===== src/mpc_regs.svh =====
// Register offsets, field positions, reset values and timing counts
`ifndef MPC_REGS_SVH
`define MPC_REGS_SVH

// ==========================================================
// Register byte offsets
`define MPC_OFS_CTL_ONE      6'h00
`define MPC_OFS_CTL_TWO      6'h04
`define MPC_OFS_OC_PATTERN   6'h08
`define MPC_OFS_FLAGS        6'h0c
`define MPC_OFS_HALL_CMP     6'h10
`define MPC_OFS_STATUS       6'h14
`define MPC_OFS_HALL_CAPT    6'h18

// ==========================================================
// guard_control_one fields
`define MPC_C1_HW_FAST_OC    0
`define MPC_C1_SW_FAST_OC    1
`define MPC_C1_LIM_HWEN      2
`define MPC_C1_OC_HWEN       3
`define MPC_C1_CMP_HWEN      4
`define MPC_C1_OVF_HWEN      5
`define MPC_C1_SW_EN         6
`define MPC_C1_SW_DATA       7

// ==========================================================
// guard_control_two fields (1 = Pause, 0 = Fault; software guard does nothing at 0; bit 3 selects limit restart)
`define MPC_C2_OVF_MODE      0
`define MPC_C2_CMP_MODE      1
`define MPC_C2_OC_MODE       2
`define MPC_C2_LIM_RESTART   3
`define MPC_C2_SW_MODE       4

// ==========================================================
// motor_control_flags fields
`define MPC_FL_STOP_STYLE    0

// ==========================================================
// Reset values
`define MPC_RST_CTL_ONE      8'h00
`define MPC_RST_CTL_TWO      5'h00
`define MPC_RST_OC_PATTERN   6'h00
`define MPC_RST_HALL_CMP     16'hffff

// ==========================================================
// Drive patterns, bit order AT AB BT BB CT CB
`define MPC_BRAKE_PATTERN    6'h15
`define MPC_FREE_PATTERN     6'h00

// ==========================================================
// Timing
`define MPC_FILTER_CYCLES    2
`define MPC_HALL_PRESCALE    8'h3f

`endif


===== src/mpc_pkg.sv =====
// Types shared by the motor protection control design
package mpc_pkg;

  typedef enum logic {
    BUS_IDLE,
    BUS_DONE
  } mpc_bus_e;

  typedef logic [5:0]  mpc_drive_t;
  typedef logic [15:0] mpc_count_t;

endpackage : mpc_pkg


===== src/mpc_hall_timer.sv =====
// Hall period capture timer with compare and overflow events
`include "mpc_regs.svh"

module mpc_hall_timer
  import mpc_pkg::*;
(
  // Clock and reset
  input  wire logic       clk,
  input  wire logic       nrst,
  // Hall pins, asynchronous
  input  wire logic [2:0] hall_pins,
  // Compare value from software
  input  wire mpc_count_t compare_value,
  // Events and captured period
  output logic            compare_event,
  output logic            overflow_event,
  output mpc_count_t      captured_period
);

  // ==========================================================
  // Pin synchronisers
  logic [2:0] hall_meta;
  logic [2:0] hall_sync;
  logic [2:0] hall_prev;
  logic [7:0] prescale;
  logic       tick;
  mpc_count_t hall_period_timer;
  logic       hall_edge;

  always_ff @(posedge clk or negedge nrst) begin
    if (!nrst) begin
      hall_meta <= 3'h0;
      hall_sync <= 3'h0;
      hall_prev <= 3'h0;
    end else begin
      hall_meta <= hall_pins;
      hall_sync <= hall_meta;
      hall_prev <= hall_sync;
    end
  end

  assign hall_edge = |(hall_sync ^ hall_prev);

  // ==========================================================
  // Prescaler, keeps a 16-bit period useful at slow speeds
  always_ff @(posedge clk or negedge nrst) begin
    if (!nrst) begin
      prescale <= 8'h00;
    end else if (prescale == `MPC_HALL_PRESCALE) begin
      prescale <= 8'h00;
    end else begin
      prescale <= prescale + 8'h01;
    end
  end

  assign tick = (prescale == `MPC_HALL_PRESCALE);

  // ==========================================================
  // Period counter, capture and events
  always_ff @(posedge clk or negedge nrst) begin
    if (!nrst) begin
      hall_period_timer <= 16'h0000;
      captured_period   <= 16'h0000;
      compare_event     <= 1'b0;
      overflow_event    <= 1'b0;
    end else begin
      compare_event  <= 1'b0;
      overflow_event <= 1'b0;
      if (hall_edge) begin
        captured_period   <= hall_period_timer;
        hall_period_timer <= 16'h0000;
      end else if (tick) begin
        hall_period_timer <= hall_period_timer + 16'h0001;
        // Period too long: rotor slow or stalled
        compare_event     <= (hall_period_timer + 16'h0001 == compare_value);
        overflow_event    <= (hall_period_timer == 16'hffff);
      end
    end
  end

endmodule : mpc_hall_timer


===== src/mpc_guard.sv =====
// Motor protection control: guard sources, fast over-current, drive mux
`include "mpc_regs.svh"

module mpc_guard
  import mpc_pkg::*;
(
  // Clock and reset
  input  wire logic        CLK_SYS,
  input  wire logic        NRST,
  // Avalon-MM slave
  input  wire logic [5:0]  ADDRESS,
  input  wire logic        READ,
  input  wire logic        WRITE,
  input  wire logic [31:0] WRITEDATA,
  output logic [31:0]      READDATA,
  output logic             WAITREQUEST,
  // Analog front end and limit circuit
  input  wire logic        CMP_OUT,
  input  wire logic        CURRENT_LIMIT_EVENT,
  input  wire logic        ADC_SEL_AMPLIFIER,
  input  wire logic        PWM_PERIOD_START,
  // Hall sensor pins
  input  wire logic        HALL_INPUT_ONE,
  input  wire logic        HALL_INPUT_TWO,
  input  wire logic        HALL_INPUT_THREE,
  // Gate drive path
  input  wire mpc_drive_t  DRIVE_IN,
  output mpc_drive_t       DRIVE_OUT,
  // Guard state
  output logic             MOTOR_GUARD,
  output logic             FAST_OVERCURRENT_GUARD
);

  // ==========================================================
  // Registers
  logic [7:0]  guard_control_one;
  logic [4:0]  guard_control_two;
  mpc_drive_t  overcurrent_output_pattern;
  logic        stop_style_select;
  mpc_count_t  hall_timer_compare;
  mpc_bus_e    bus_state;
  logic        access_done;
  logic        wr_en;
  logic [31:0] next_readdata;

  function automatic logic hit(input logic [5:0] addr,
                               input logic [5:0] ofs);
    hit = (addr == ofs);
  endfunction : hit

  // ==========================================================
  // Bus slave: one wait state, answer on second edge
  assign access_done = (bus_state == BUS_DONE);
  assign WAITREQUEST = (READ | WRITE) & ~access_done;
  assign wr_en       = WRITE & access_done;

  always_ff @(posedge CLK_SYS or negedge NRST) begin
    if (!NRST) begin
      bus_state <= BUS_IDLE;
    end else begin
      case (bus_state)
        BUS_IDLE: bus_state <= (READ | WRITE) ? BUS_DONE : BUS_IDLE;
        BUS_DONE: bus_state <= BUS_IDLE;
        default:  bus_state <= BUS_IDLE;
      endcase
    end
  end

  always_ff @(posedge CLK_SYS or negedge NRST) begin
    if (!NRST) begin
      guard_control_one          <= `MPC_RST_CTL_ONE;
      guard_control_two          <= `MPC_RST_CTL_TWO;
      overcurrent_output_pattern <= `MPC_RST_OC_PATTERN;
      stop_style_select          <= 1'b0;
      hall_timer_compare         <= `MPC_RST_HALL_CMP;
    end else if (wr_en) begin
      if (hit(ADDRESS, `MPC_OFS_CTL_ONE))
        guard_control_one <= WRITEDATA[7:0];
      if (hit(ADDRESS, `MPC_OFS_CTL_TWO))
        guard_control_two <= WRITEDATA[4:0];
      if (hit(ADDRESS, `MPC_OFS_OC_PATTERN))
        overcurrent_output_pattern <= WRITEDATA[5:0];
      if (hit(ADDRESS, `MPC_OFS_FLAGS))
        stop_style_select <= WRITEDATA[`MPC_FL_STOP_STYLE];
      if (hit(ADDRESS, `MPC_OFS_HALL_CMP))
        hall_timer_compare <= WRITEDATA[15:0];
    end
  end

  // ==========================================================
  // Field aliases
  logic hw_fast_oc_enable, sw_fast_oc_enable;
  logic current_limit_hw_enable, overcurrent_hw_enable;
  logic stall_compare_hw_enable, stall_overflow_hw_enable;
  logic sw_guard_enable, sw_guard_data;
  logic stall_overflow_mode_select, stall_compare_mode_select;
  logic overcurrent_mode_select, current_limit_restart_select;
  logic sw_guard_mode_select;

  assign hw_fast_oc_enable        = guard_control_one[`MPC_C1_HW_FAST_OC];
  assign sw_fast_oc_enable        = guard_control_one[`MPC_C1_SW_FAST_OC];
  assign current_limit_hw_enable  = guard_control_one[`MPC_C1_LIM_HWEN];
  assign overcurrent_hw_enable    = guard_control_one[`MPC_C1_OC_HWEN];
  assign stall_compare_hw_enable  = guard_control_one[`MPC_C1_CMP_HWEN];
  assign stall_overflow_hw_enable = guard_control_one[`MPC_C1_OVF_HWEN];
  assign sw_guard_enable          = guard_control_one[`MPC_C1_SW_EN];
  assign sw_guard_data            = guard_control_one[`MPC_C1_SW_DATA];
  assign stall_overflow_mode_select = guard_control_two[`MPC_C2_OVF_MODE];
  assign stall_compare_mode_select  = guard_control_two[`MPC_C2_CMP_MODE];
  assign overcurrent_mode_select    = guard_control_two[`MPC_C2_OC_MODE];
  assign current_limit_restart_select =
    guard_control_two[`MPC_C2_LIM_RESTART];
  assign sw_guard_mode_select       = guard_control_two[`MPC_C2_SW_MODE];

  // ==========================================================
  // Comparator synchroniser and two-clock glitch filter
  logic cmp_meta, cmp_sync, cmp_hist, oc_level, oc_level_q;
  logic overcurrent_compare_pulse;

  always_ff @(posedge CLK_SYS or negedge NRST) begin
    if (!NRST) begin
      cmp_meta   <= 1'b0;
      cmp_sync   <= 1'b0;
      cmp_hist   <= 1'b0;
      oc_level_q <= 1'b0;
    end else begin
      cmp_meta   <= CMP_OUT;
      cmp_sync   <= cmp_meta;
      cmp_hist   <= cmp_sync;
      oc_level_q <= oc_level;
    end
  end

  // High for two clocks before it counts
  assign oc_level = cmp_sync & cmp_hist;
  assign overcurrent_compare_pulse = oc_level & ~oc_level_q;

  // ==========================================================
  // Hall period timer
  logic       hall_timer_compare_event, hall_timer_overflow_event;
  mpc_count_t hall_captured;

  mpc_hall_timer u_hall_timer (
    .clk             (CLK_SYS),
    .nrst            (NRST),
    .hall_pins       ({HALL_INPUT_THREE, HALL_INPUT_TWO, HALL_INPUT_ONE}),
    .compare_value   (hall_timer_compare),
    .compare_event   (hall_timer_compare_event),
    .overflow_event  (hall_timer_overflow_event),
    .captured_period (hall_captured)
  );

  // ==========================================================
  // Software release detection
  logic sw_en_q, sw_data_q, sw_en_dropped, release_pulse;

  always_ff @(posedge CLK_SYS or negedge NRST) begin
    if (!NRST) begin
      sw_en_q       <= 1'b0;
      sw_data_q     <= 1'b0;
      sw_en_dropped <= 1'b0;
    end else begin
      sw_en_q   <= sw_guard_enable;
      sw_data_q <= sw_guard_data;
      // Remember a 1 to 0 step, armed for the next rise
      if (sw_en_q & ~sw_guard_enable)
        sw_en_dropped <= 1'b1;
      else if (sw_guard_enable)
        sw_en_dropped <= 1'b0;
    end
  end

  // Enable 1-0-1, or data falling while enabled
  assign release_pulse = (sw_guard_enable & sw_en_dropped) |
                         (sw_guard_enable & sw_data_q & ~sw_guard_data);

  // ==========================================================
  // Trigger sources
  logic oc_trig, lim_cond, cmp_trig, ovf_trig;
  logic oc_latch, cmp_latch, ovf_latch, sw_latch;
  logic oc_src, cmp_src, ovf_src, sw_src;
  logic lim_hold;

  assign oc_trig  = overcurrent_hw_enable & overcurrent_compare_pulse;
  // Amplifier channel gates the limit
  assign lim_cond = current_limit_hw_enable & ADC_SEL_AMPLIFIER &
                    CURRENT_LIMIT_EVENT;
  assign cmp_trig = stall_compare_hw_enable & hall_timer_compare_event;
  assign ovf_trig = stall_overflow_hw_enable & hall_timer_overflow_event;

  // Pause latches, set wins over release
  always_ff @(posedge CLK_SYS or negedge NRST) begin
    if (!NRST) begin
      oc_latch  <= 1'b0;
      cmp_latch <= 1'b0;
      ovf_latch <= 1'b0;
      sw_latch  <= 1'b0;
    end else begin
      oc_latch  <= (oc_trig & overcurrent_mode_select) |
                   (oc_latch & ~release_pulse);
      cmp_latch <= (cmp_trig & stall_compare_mode_select) |
                   (cmp_latch & ~release_pulse);
      ovf_latch <= (ovf_trig & stall_overflow_mode_select) |
                   (ovf_latch & ~release_pulse);
      sw_latch  <= (sw_guard_enable & sw_guard_data &
                    sw_guard_mode_select) |
                   (sw_latch & ~release_pulse);
    end
  end

  // Trigger shows at once; Fault follows the live condition
  assign oc_src  = oc_latch | oc_trig |
                   (overcurrent_hw_enable & oc_level &
                    ~overcurrent_mode_select);
  // Pause latch only takes over from the next edge
  assign cmp_src = cmp_latch | cmp_trig;
  assign ovf_src = ovf_latch | ovf_trig;
  assign sw_src  = sw_latch |
                   (sw_guard_enable & sw_guard_data & sw_guard_mode_select);

  // Limit restart: armed while limiting, so no gap opens at release
  always_ff @(posedge CLK_SYS or negedge NRST) begin
    if (!NRST) begin
      lim_hold <= 1'b0;
    end else begin
      if (lim_cond & current_limit_restart_select)
        lim_hold <= 1'b1;
      else if (PWM_PERIOD_START | ~current_limit_restart_select)
        lim_hold <= 1'b0;
    end
  end

  assign MOTOR_GUARD = oc_src | lim_cond | lim_hold | cmp_src |
                       ovf_src | sw_src;

  // ==========================================================
  // Fast over-current guard
  logic fast_hw, hw_fast_q, hw_fast_rise;

  assign hw_fast_rise = hw_fast_oc_enable & ~hw_fast_q;

  always_ff @(posedge CLK_SYS or negedge NRST) begin
    if (!NRST) begin
      hw_fast_q <= 1'b0;
      fast_hw   <= 1'b0;
    end else begin
      hw_fast_q <= hw_fast_oc_enable;
      // Pulse latched; only the enable rise clears it
      fast_hw <= (hw_fast_oc_enable & overcurrent_compare_pulse) |
                 (fast_hw & ~hw_fast_rise);
    end
  end

  // Software bit is a direct level
  assign FAST_OVERCURRENT_GUARD = fast_hw | sw_fast_oc_enable;

  // ==========================================================
  // Drive mux, per phase, no pipeline stage
  mpc_drive_t stop_pattern;
  assign stop_pattern = stop_style_select ? `MPC_FREE_PATTERN
                                          : `MPC_BRAKE_PATTERN;

  genvar ph;
  generate
    for (ph = 0; ph < 3; ph++) begin : g_phase
      assign DRIVE_OUT[2*ph+1 -: 2] =
        FAST_OVERCURRENT_GUARD ? overcurrent_output_pattern[2*ph+1 -: 2] :
        MOTOR_GUARD            ? stop_pattern[2*ph+1 -: 2] :
                                 DRIVE_IN[2*ph+1 -: 2];
    end
  endgenerate

  // ==========================================================
  // Read data
  always_comb begin
    next_readdata = 32'h0000_0000;
    if (hit(ADDRESS, `MPC_OFS_CTL_ONE))
      next_readdata[7:0] = guard_control_one;
    if (hit(ADDRESS, `MPC_OFS_CTL_TWO))
      next_readdata[4:0] = guard_control_two;
    if (hit(ADDRESS, `MPC_OFS_OC_PATTERN))
      next_readdata[5:0] = overcurrent_output_pattern;
    if (hit(ADDRESS, `MPC_OFS_FLAGS))
      next_readdata[0] = stop_style_select;
    if (hit(ADDRESS, `MPC_OFS_HALL_CMP))
      next_readdata[15:0] = hall_timer_compare;
    if (hit(ADDRESS, `MPC_OFS_STATUS))
      next_readdata[7:0] = {lim_hold, sw_src, ovf_src, cmp_src, oc_src,
                            fast_hw, FAST_OVERCURRENT_GUARD, MOTOR_GUARD};
    if (hit(ADDRESS, `MPC_OFS_HALL_CAPT))
      next_readdata[15:0] = hall_captured;
  end

  always_ff @(posedge CLK_SYS or negedge NRST) begin
    if (!NRST) begin
      READDATA <= 32'h0000_0000;
    end else if (READ & ~access_done) begin
      READDATA <= next_readdata;
    end
  end

  // ==========================================================
  // Assertions
  property p_stop_style;
    @(posedge CLK_SYS) disable iff (!NRST)
      MOTOR_GUARD && !FAST_OVERCURRENT_GUARD |->
        DRIVE_OUT == (stop_style_select ? 6'h00 : 6'h15);
  endproperty
  a_stop_style: assert property (p_stop_style)
    else $error("Guard does not force the stop pattern");

  property p_fault_release;
    @(posedge CLK_SYS) disable iff (!NRST)
      $fell(oc_level) && !overcurrent_mode_select && !oc_latch
        |-> !oc_src;
  endproperty
  a_fault_release: assert property (p_fault_release)
    else $error("Fault source not released with its trigger");

  property p_pause_hold;
    @(posedge CLK_SYS) disable iff (!NRST)
      cmp_latch && !release_pulse |=> cmp_latch && MOTOR_GUARD;
  endproperty
  a_pause_hold: assert property (p_pause_hold)
    else $error("Pause latch dropped without release");

  property p_fast_pattern;
    @(posedge CLK_SYS) disable iff (!NRST)
      FAST_OVERCURRENT_GUARD |-> DRIVE_OUT == overcurrent_output_pattern;
  endproperty
  a_fast_pattern: assert property (p_fast_pattern)
    else $error("Fast guard pattern not driven");

  property p_fast_sticky;
    @(posedge CLK_SYS) disable iff (!NRST)
      fast_hw && !($rose(hw_fast_oc_enable)) ##1 !hw_fast_rise
        |-> fast_hw;
  endproperty
  a_fast_sticky: assert property (p_fast_sticky)
    else $error("Fast guard cleared without enable rise");

  property p_filter;
    @(posedge CLK_SYS) disable iff (!NRST)
      overcurrent_compare_pulse |-> cmp_sync && $past(cmp_sync)
                                    && !$past(cmp_sync, 2);
  endproperty
  a_filter: assert property (p_filter)
    else $error("Compare pulse without two filtered clocks");

  property p_limit_gate;
    @(posedge CLK_SYS) disable iff (!NRST)
      !current_limit_hw_enable || !ADC_SEL_AMPLIFIER |-> !lim_cond;
  endproperty
  a_limit_gate: assert property (p_limit_gate)
    else $error("Limit acted while disabled");

  property p_restart_wait;
    @(posedge CLK_SYS) disable iff (!NRST)
      $fell(lim_cond) && current_limit_restart_select &&
        $past(current_limit_restart_select) |->
        MOTOR_GUARD ##1 (MOTOR_GUARD || $past(PWM_PERIOD_START));
  endproperty
  a_restart_wait: assert property (p_restart_wait)
    else $error("PWM resumed before next period");

  property p_hw_latch;
    @(posedge CLK_SYS) disable iff (!NRST)
      hw_fast_oc_enable && overcurrent_compare_pulse |=>
        FAST_OVERCURRENT_GUARD [*2];
  endproperty
  a_hw_latch: assert property (p_hw_latch)
    else $error("Over-current pulse not latched");

  property p_sw_fast;
    @(posedge CLK_SYS) disable iff (!NRST)
      sw_fast_oc_enable |-> FAST_OVERCURRENT_GUARD;
  endproperty
  a_sw_fast: assert property (p_sw_fast)
    else $error("Software fast guard not asserted");

  property p_stall_cmp;
    @(posedge CLK_SYS) disable iff (!NRST)
      hall_timer_compare_event && stall_compare_hw_enable |-> MOTOR_GUARD;
  endproperty
  a_stall_cmp: assert property (p_stall_cmp)
    else $error("Stall compare did not guard");

  c_fast_hw:  cover property (@(posedge CLK_SYS) disable iff (!NRST)
                              $rose(fast_hw));
  c_release:  cover property (@(posedge CLK_SYS) disable iff (!NRST)
                              release_pulse && cmp_latch);
  c_lim_hold: cover property (@(posedge CLK_SYS) disable iff (!NRST)
                              $rose(lim_hold));

endmodule : mpc_guard


===== config.mk =====
export PLATFORM = sky130hd
export DESIGN_NAME = mpc_guard
export DESIGN_NICKNAME = d
export VERILOG_FILES = /design/src/mpc_pkg.sv /design/src/mpc_hall_timer.sv /design/src/mpc_guard.sv
export VERILOG_INCLUDE_DIRS = /design/src
export SDC_FILE = /design/constraint.sdc
export NUM_CORES = 1
export LEC_CHECK = 0
export ABC_AREA = 0
export BUFFER_PORTS_ARGS = -buffer_cell sky130_fd_sc_hd__buf_4
export CORE_MARGIN = 2
export CORE_UTILIZATION = 51
export CTS_CLUSTER_SIZE = 25
export DETAILED_ROUTE_END_ITERATION = 8
export PLACE_DENSITY = 0.87
export RECOVER_POWER = 100
export SKIP_CTS_REPAIR_TIMING = 1
export SYNTH_ARGS = -nofsm -noshare
export SYNTH_HDL_FRONTEND = slang
export SYNTH_SLANG_ARGS = --single-unit

===== constraint.sdc =====
create_clock -name CLK_SYS -period 1.8 [get_ports CLK_SYS]
set_input_delay 0.09 -clock CLK_SYS [delete_from_list [all_inputs] [get_ports CLK_SYS]]
set_output_delay 0.09 -clock CLK_SYS [all_outputs]
set_load 0.01 [all_outputs]

# Word level (Yosys, flattened, before mapping)
# Index checks and enable logic that the tools add are counted.
[totals]
reg_bits = 118
out_inout_bits = 41
elab_cells = 135
[op_classes]
n_addsub = 2
n_eq_ne = 9
n_bitwise = 58
n_reduce_logical = 10
n_mux = 27
[ops]
columns = ["operator", "n"]
rows = [
  ["two-way mux 16 bit", 4],
  ["AND 1 bit", 29],
  ["two-way mux 8 bit", 3],
  ["OR 1 bit", 19],
  ["equality test 6 x 5 -> 1 bit (second input constant)", 3],
  ["adder 16 x 1 -> 16 bit (second input constant)", 1],
  ["equality test 16 bit", 1],
  ["equality test 16 bit (second input constant)", 1],
  ["equality test 6 x 4 -> 1 bit (second input constant)", 2],
  ["two-way mux 2 bit", 6],
  ["two-way mux 1 bit", 10],
  ["two-way mux 5 bit", 2],
  ["AND reduction 2 bit", 5],
  ["NOT 1 bit", 9],
  ["adder 8 x 1 -> 8 bit (second input constant)", 1],
  ["equality test 8 x 6 -> 1 bit (second input constant)", 1],
  ["equality test 6 x 3 -> 1 bit (second input constant)", 1],
  ["zero test 6 bit", 1],
  ["two-way mux 6 bit", 1],
  ["nonzero test 2 bit", 3],
  ["OR reduction 3 bit", 1],
  ["bitwise XOR 3 bit", 1],
  ["case mux 1 bit (2 select lines)", 1],
]

# Logic depth before layout (Yosys ltp)
[logic_depth]
depth_word = 12
mapped_depth = 8
ltp_nobuf = 7

# By module
# A second synthesis with hierarchy kept.
[hier_totals]
hier_cells = 546
hier_area_um2 = 5760.5
[by_module_without_submodules]
columns = ["mod", "area_per_inst_um2", "n_inst", "cells_each"]
rows = [
  ["mpc_guard", 3241.9, 1, 286],
  ["mpc_hall_timer", 2518.7, 1, 260],
]

# Worst setup path before layout
# No wires, ideal clock.
[synth_timing]
path_kind = "register to register"
startpoint = "register u_hall_timer.hall_period_timer[0]"
endpoint = "register u_hall_timer.compare_event"
path_slack_ps = -132
path_stages_with_launch = 8
arrival_ps = 1812
path_buffers = 0
cell_sequence = "dfrtp_1 > ha_1 > nand3_1 > or4_1 > and2_0 > mux2i_1 > o22ai_1 > and4_1"
[synth_between]
elab_chain_cells = 4
[synth_rtl]
columns = ["element", "line_no", "source"]
rows = [
  ["start, declared", "mpc_hall_timer.sv:27", "mpc_count_t hall_period_timer;"],
  ["start signal, assigned", "mpc_hall_timer.sv:73", "hall_period_timer <= hall_period_timer + 16'h0001;"],
  ["adder 16 x 1 -> 16 bit", "mpc_hall_timer.sv:75", "compare_event <= (hall_period_timer + 16'h0001 == compare_value);"],
  ["equality test 16 bit", "mpc_hall_timer.sv:75", ""],
  ["two-way mux 1 bit", "mpc_hall_timer.sv:72", "end else if (tick) begin"],
  ["two-way mux 1 bit", "mpc_hall_timer.sv:69", "if (hall_edge) begin"],
  ["end signal, assigned", "mpc_hall_timer.sv:75", ""],
  ["end, declared", "mpc_hall_timer.sv:15", "output logic compare_event,"],
]
# Every way passes these cells.
# A chain may end at the register's enable or synchronous reset.

# Worst setup path after layout
[layout_timing]
startpoint = "register guard_control_one[6]"
endpoint = "output DRIVE_OUT[0]"
[layout_between]
elab_chain_cells = 6
[layout_rtl]
columns = ["element", "line_no", "source"]
rows = [
  ["start, declared", "mpc_guard.sv:36", "logic [7:0] guard_control_one;"],
  ["start signal, assigned", "mpc_guard.sv:71", "guard_control_one <= `MPC_RST_CTL_ONE;"],
  ["start signal, assigned", "mpc_guard.sv:78", "guard_control_one <= WRITEDATA[7:0];"],
  ["AND 1 bit (2 in a row)", "mpc_guard.sv:219", "(sw_guard_enable & sw_guard_data & sw_guard_mode_select);"],
  ["OR 1 bit", "mpc_guard.sv:218", "assign sw_src = sw_latch |"],
  ["OR 1 bit", "mpc_guard.sv:234", "ovf_src | sw_src;"],
  ["two-way mux 2 bit", "mpc_guard.sv:268", "MOTOR_GUARD ? stop_pattern[2*ph+1 -: 2] :"],
  ["two-way mux 2 bit", "mpc_guard.sv:267", "FAST_OVERCURRENT_GUARD ? overcurrent_output_pattern[2*ph+1 -: 2] :"],
  ["end, declared", "mpc_guard.sv:28", "output mpc_drive_t DRIVE_OUT,"],
]
# Every way passes these cells.

==> flow_summary.json <==
{
  "outcome": "complete, but fails checks",
  "violations": "setup timing",
  "setup_viol": 11,
  "clockBufferDepth": 2,
  "cts_tree": "done",
  "gp_congestion": 0.931,
  "grt_usage_pct": 26.0,
  "async_flop_share_pct": 100,
  "ioPinCount": 96,
  "final_cell_area_um2": 7650,
  "path_delay_family": "simple AND/OR/NAND/NOR gates",
  "grt_max_degree": 49,
  "synth.largest_area_cell": "dfrtp_1",
  "syn_to_final_growth_pct": 36.0,
  "critPathBufInv": 2,
  "synth_seq_cells": 118,
  "htree_levels": 4,
  "worstSkewPairLatency_ps": 530,
  "critPathMostFrequentCell": "buf_4",
  "placed_area_um2": 6600,
  "max_stage_delay_ps": 370,
  "hold_class": "in -> reg",
  "cts.clk_slew.worst_paths_ps": 50,
  "num_antenna_cells": 0,
  "ir_drop_mv": 0.551,
  "grt_first_pass_wirelength_um": 23100,
  "fin_crit_ps": 2420,
  "io_buffers": 63,
  "crit_path_cell_trace": "a31oi_1, nand4_1, nor3_2, buf_4, mux2i_2, o21ai_1, buf_4",
  "crit_path_end_kind": "primary output",
  "antenna_left": 0,
  "synth_sequential_area_ratio_pct": 52.8,
  "die_w_um": 109,
  "crit_slowest_cell": "dfrtp_1",
  "drive_gt1_share_pct": 39.5,
  "antenna_found_initial": 0,
  "crit_arrival_ps": 2330,
  "synthTopCellsByArea": "dfrtp_1 45%, mux2_2 8.2%, dfstp_2 7.5%",
  "cts_root_buffer": "clkbuf_8",
  "dieArea_um2": 11900,
  "slew_violations": 0,
  "drt-initial-drc-count": 535,
  "nets": 702,
  "drtPass1Iterations": 8,
  "dp_hpwl_um": 9950,
  "rows": 38,
  "worst-slew-pin-transition_ps": 924,
  "rsz0062_at_grt": "true",
  "ys_types": 60,
  "clock-sinks": 118,
  "timing.final.ws_setup_ps": -619,
  "relSlewSlack_pct": 38.4,
  "critical_path_class": "reg -> out",
  "drv_cap": 0,
  "die_h_um": 109,
  "synthCells": 496,
  "drc": 0,
  "final_cell_mix": "115 x buf_4, 97 x dfrtp_1, 52 x nor2_1",
  "power_density_nw_per_um2": 968,
  "dr_total_vias": 4916,
  "globalRoute.totalOverflow": 0,
  "ys_warn_count": 0,
  "start_util_pct": 52.1,
  "syn_area_um2": 5630,
  "postSynthAreaPerCell_um2": 11.3,
  "synth_top_area_share_pct": 45.4,
  "crit_fanout": 5,
  "leakagePower_nw": 3.57,
  "vias_per_cell": 6.16,
  "synth_ff_type": "dfrtp_1",
  "cts_buffers": 17,
  "finClkSkew_ps": 8.83,
  "power_mw": 7.40,
  "hold_viol_final": 0,
  "post-route-period-util_pct": 134,
  "max_freq_mhz": 413,
  "post_drt_wl_per_cell_um": 21.4,
  "final_common_cell": "buf_4",
  "synth_edf_count": 0,
  "critPathRequiredTime_ps": 1710,
  "wl_um": 17100,
  "grt_pass1_vias": 4522,
  "worstSetupStartpointType": "flip-flop",
  "core_area_um2": 10800
}
==> kinds of logic (layout without fill, tap and decap cells) <==
logic type / Yosys count / after routing / synth area share (%)
compound gates: 73 / 73 / 8.63
xor+xnor: 42 / 42 / 6.54
fa+ha+maj: 2 / 2 / 0.445
buf+inv: 46 / 193 / 4.45
flops: 118 / 118 / 52.8
mux: 58 / 58 / 11.7
other cells: 1 / 16 / 0.0667
simple gates: 156 / 156 / 15.3
==> metal layers <==
layer / GRT usage (%) / share of wire [%]
met1: 31.4 / 37
met2: 42.0 / 49
met3: 7.29 / 8.0
met4: 14.7 / 6.4
met5: 0 / 0
==> final cells by class <==
type                    instances  area, um^2
inverters                      10        37.5
well taps                     140         175
clock inverters                 9         125
clock buffers                  23         477
multi-input cells             347        2650
repair buffers                151        1210
flip-flops and latches        118        2980
fillers                       652        3140
==> worst min-delay path: cells and delay by family <==
kind                   cells  cell delay (ps)
AOI/OAI and AO/OA          2              260
and+or+nand+nor            1               40
buffers and inverters      1              110
==> Yosys cell counts, types with 3 or more instances <==
library cell,n
buf_2,8
a221oi_1,9
o21ai_0,18
inv_1,9
mux2i_1,6
nor4_1,5
a21oi_1,14
dfstp_2,16
xnor2_1,25
dfrtp_1,102
a31oi_1,6
nand2b_1,3
xor2_1,17
mux2_1,10
buf_4,16
o31ai_1,3
nand4_1,6
nand2_1,25
a32o_1,4
and3_1,4
clkbuf_1,11
and2_1,3
a22oi_1,9
nor3_1,3
nor2_1,56
nand3_1,16
nor2b_1,6
mux2_2,41
or3_1,5
==> flip-flops by register name, summed over array words and instances (netlist names), 3 cells and up <==
| name | cells |
|---|---|
| u_hall_timer.hall_period_timer | 16 |
| guard_control_two | 5 |
| u_hall_timer.prescale | 8 |
| u_hall_timer.captured_period | 16 |
| overcurrent_output_pattern | 6 |
| u_hall_timer.hall_prev | 3 |
| u_hall_timer.hall_sync | 3 |
| READDATA | 16 |
| hall_timer_compare | 16 |
| guard_control_one | 8 |
| u_hall_timer.hall_meta | 3 |
==> power by group <==
| group | switching [mW] | internal [mW] | leakage [nW] |
|---|---|---|---|
| registers | 0.147 | 2.84 | 1.50 |
| logic | 0.522 | 0.459 | 1.78 |
| clock network | 1.19 | 2.25 | 0.294 |
| total | 1.86 | 5.55 | 3.57 |
==> path summary, 6_finish.rpt <==
path                                                        start  cells past startpoint  slack [ps]                             to
worst max-delay path                         guard_control_one[6]                      7        -620                   DRIVE_OUT[0]
worst min-delay path                                   ADDRESS[0]                      4          30                    READDATA[0]
worst max register to register  u_hall_timer.hall_period_timer[0]                      7        -430     u_hall_timer.compare_event
worst min register to register          u_hall_timer.hall_meta[2]                      0         350      u_hall_timer.hall_sync[2]
max in group asynchronous                                    NRST                      3         730                  sw_en_dropped
min in group asynchronous                                    NRST                      2         220  overcurrent_output_pattern[3]
==> stage by stage <==
stage	instances	setup WS [ps]	hold slack, ps	setup TNS, ps	utilization, %
after floorplan	511	-13.8	-206	-13.8	-
after global placement	735	-139	62.3	-139	61.1
after detailed placement	735	-175	72.6	-877	61.1
after CTS	767	-713	-482	-4760	66.7
after global routing	798	-712	53.4	-5480	70.9
final	798	-619	27.4	-4360	70.9
No activity file was read; power rests on OpenSTA's default activity.
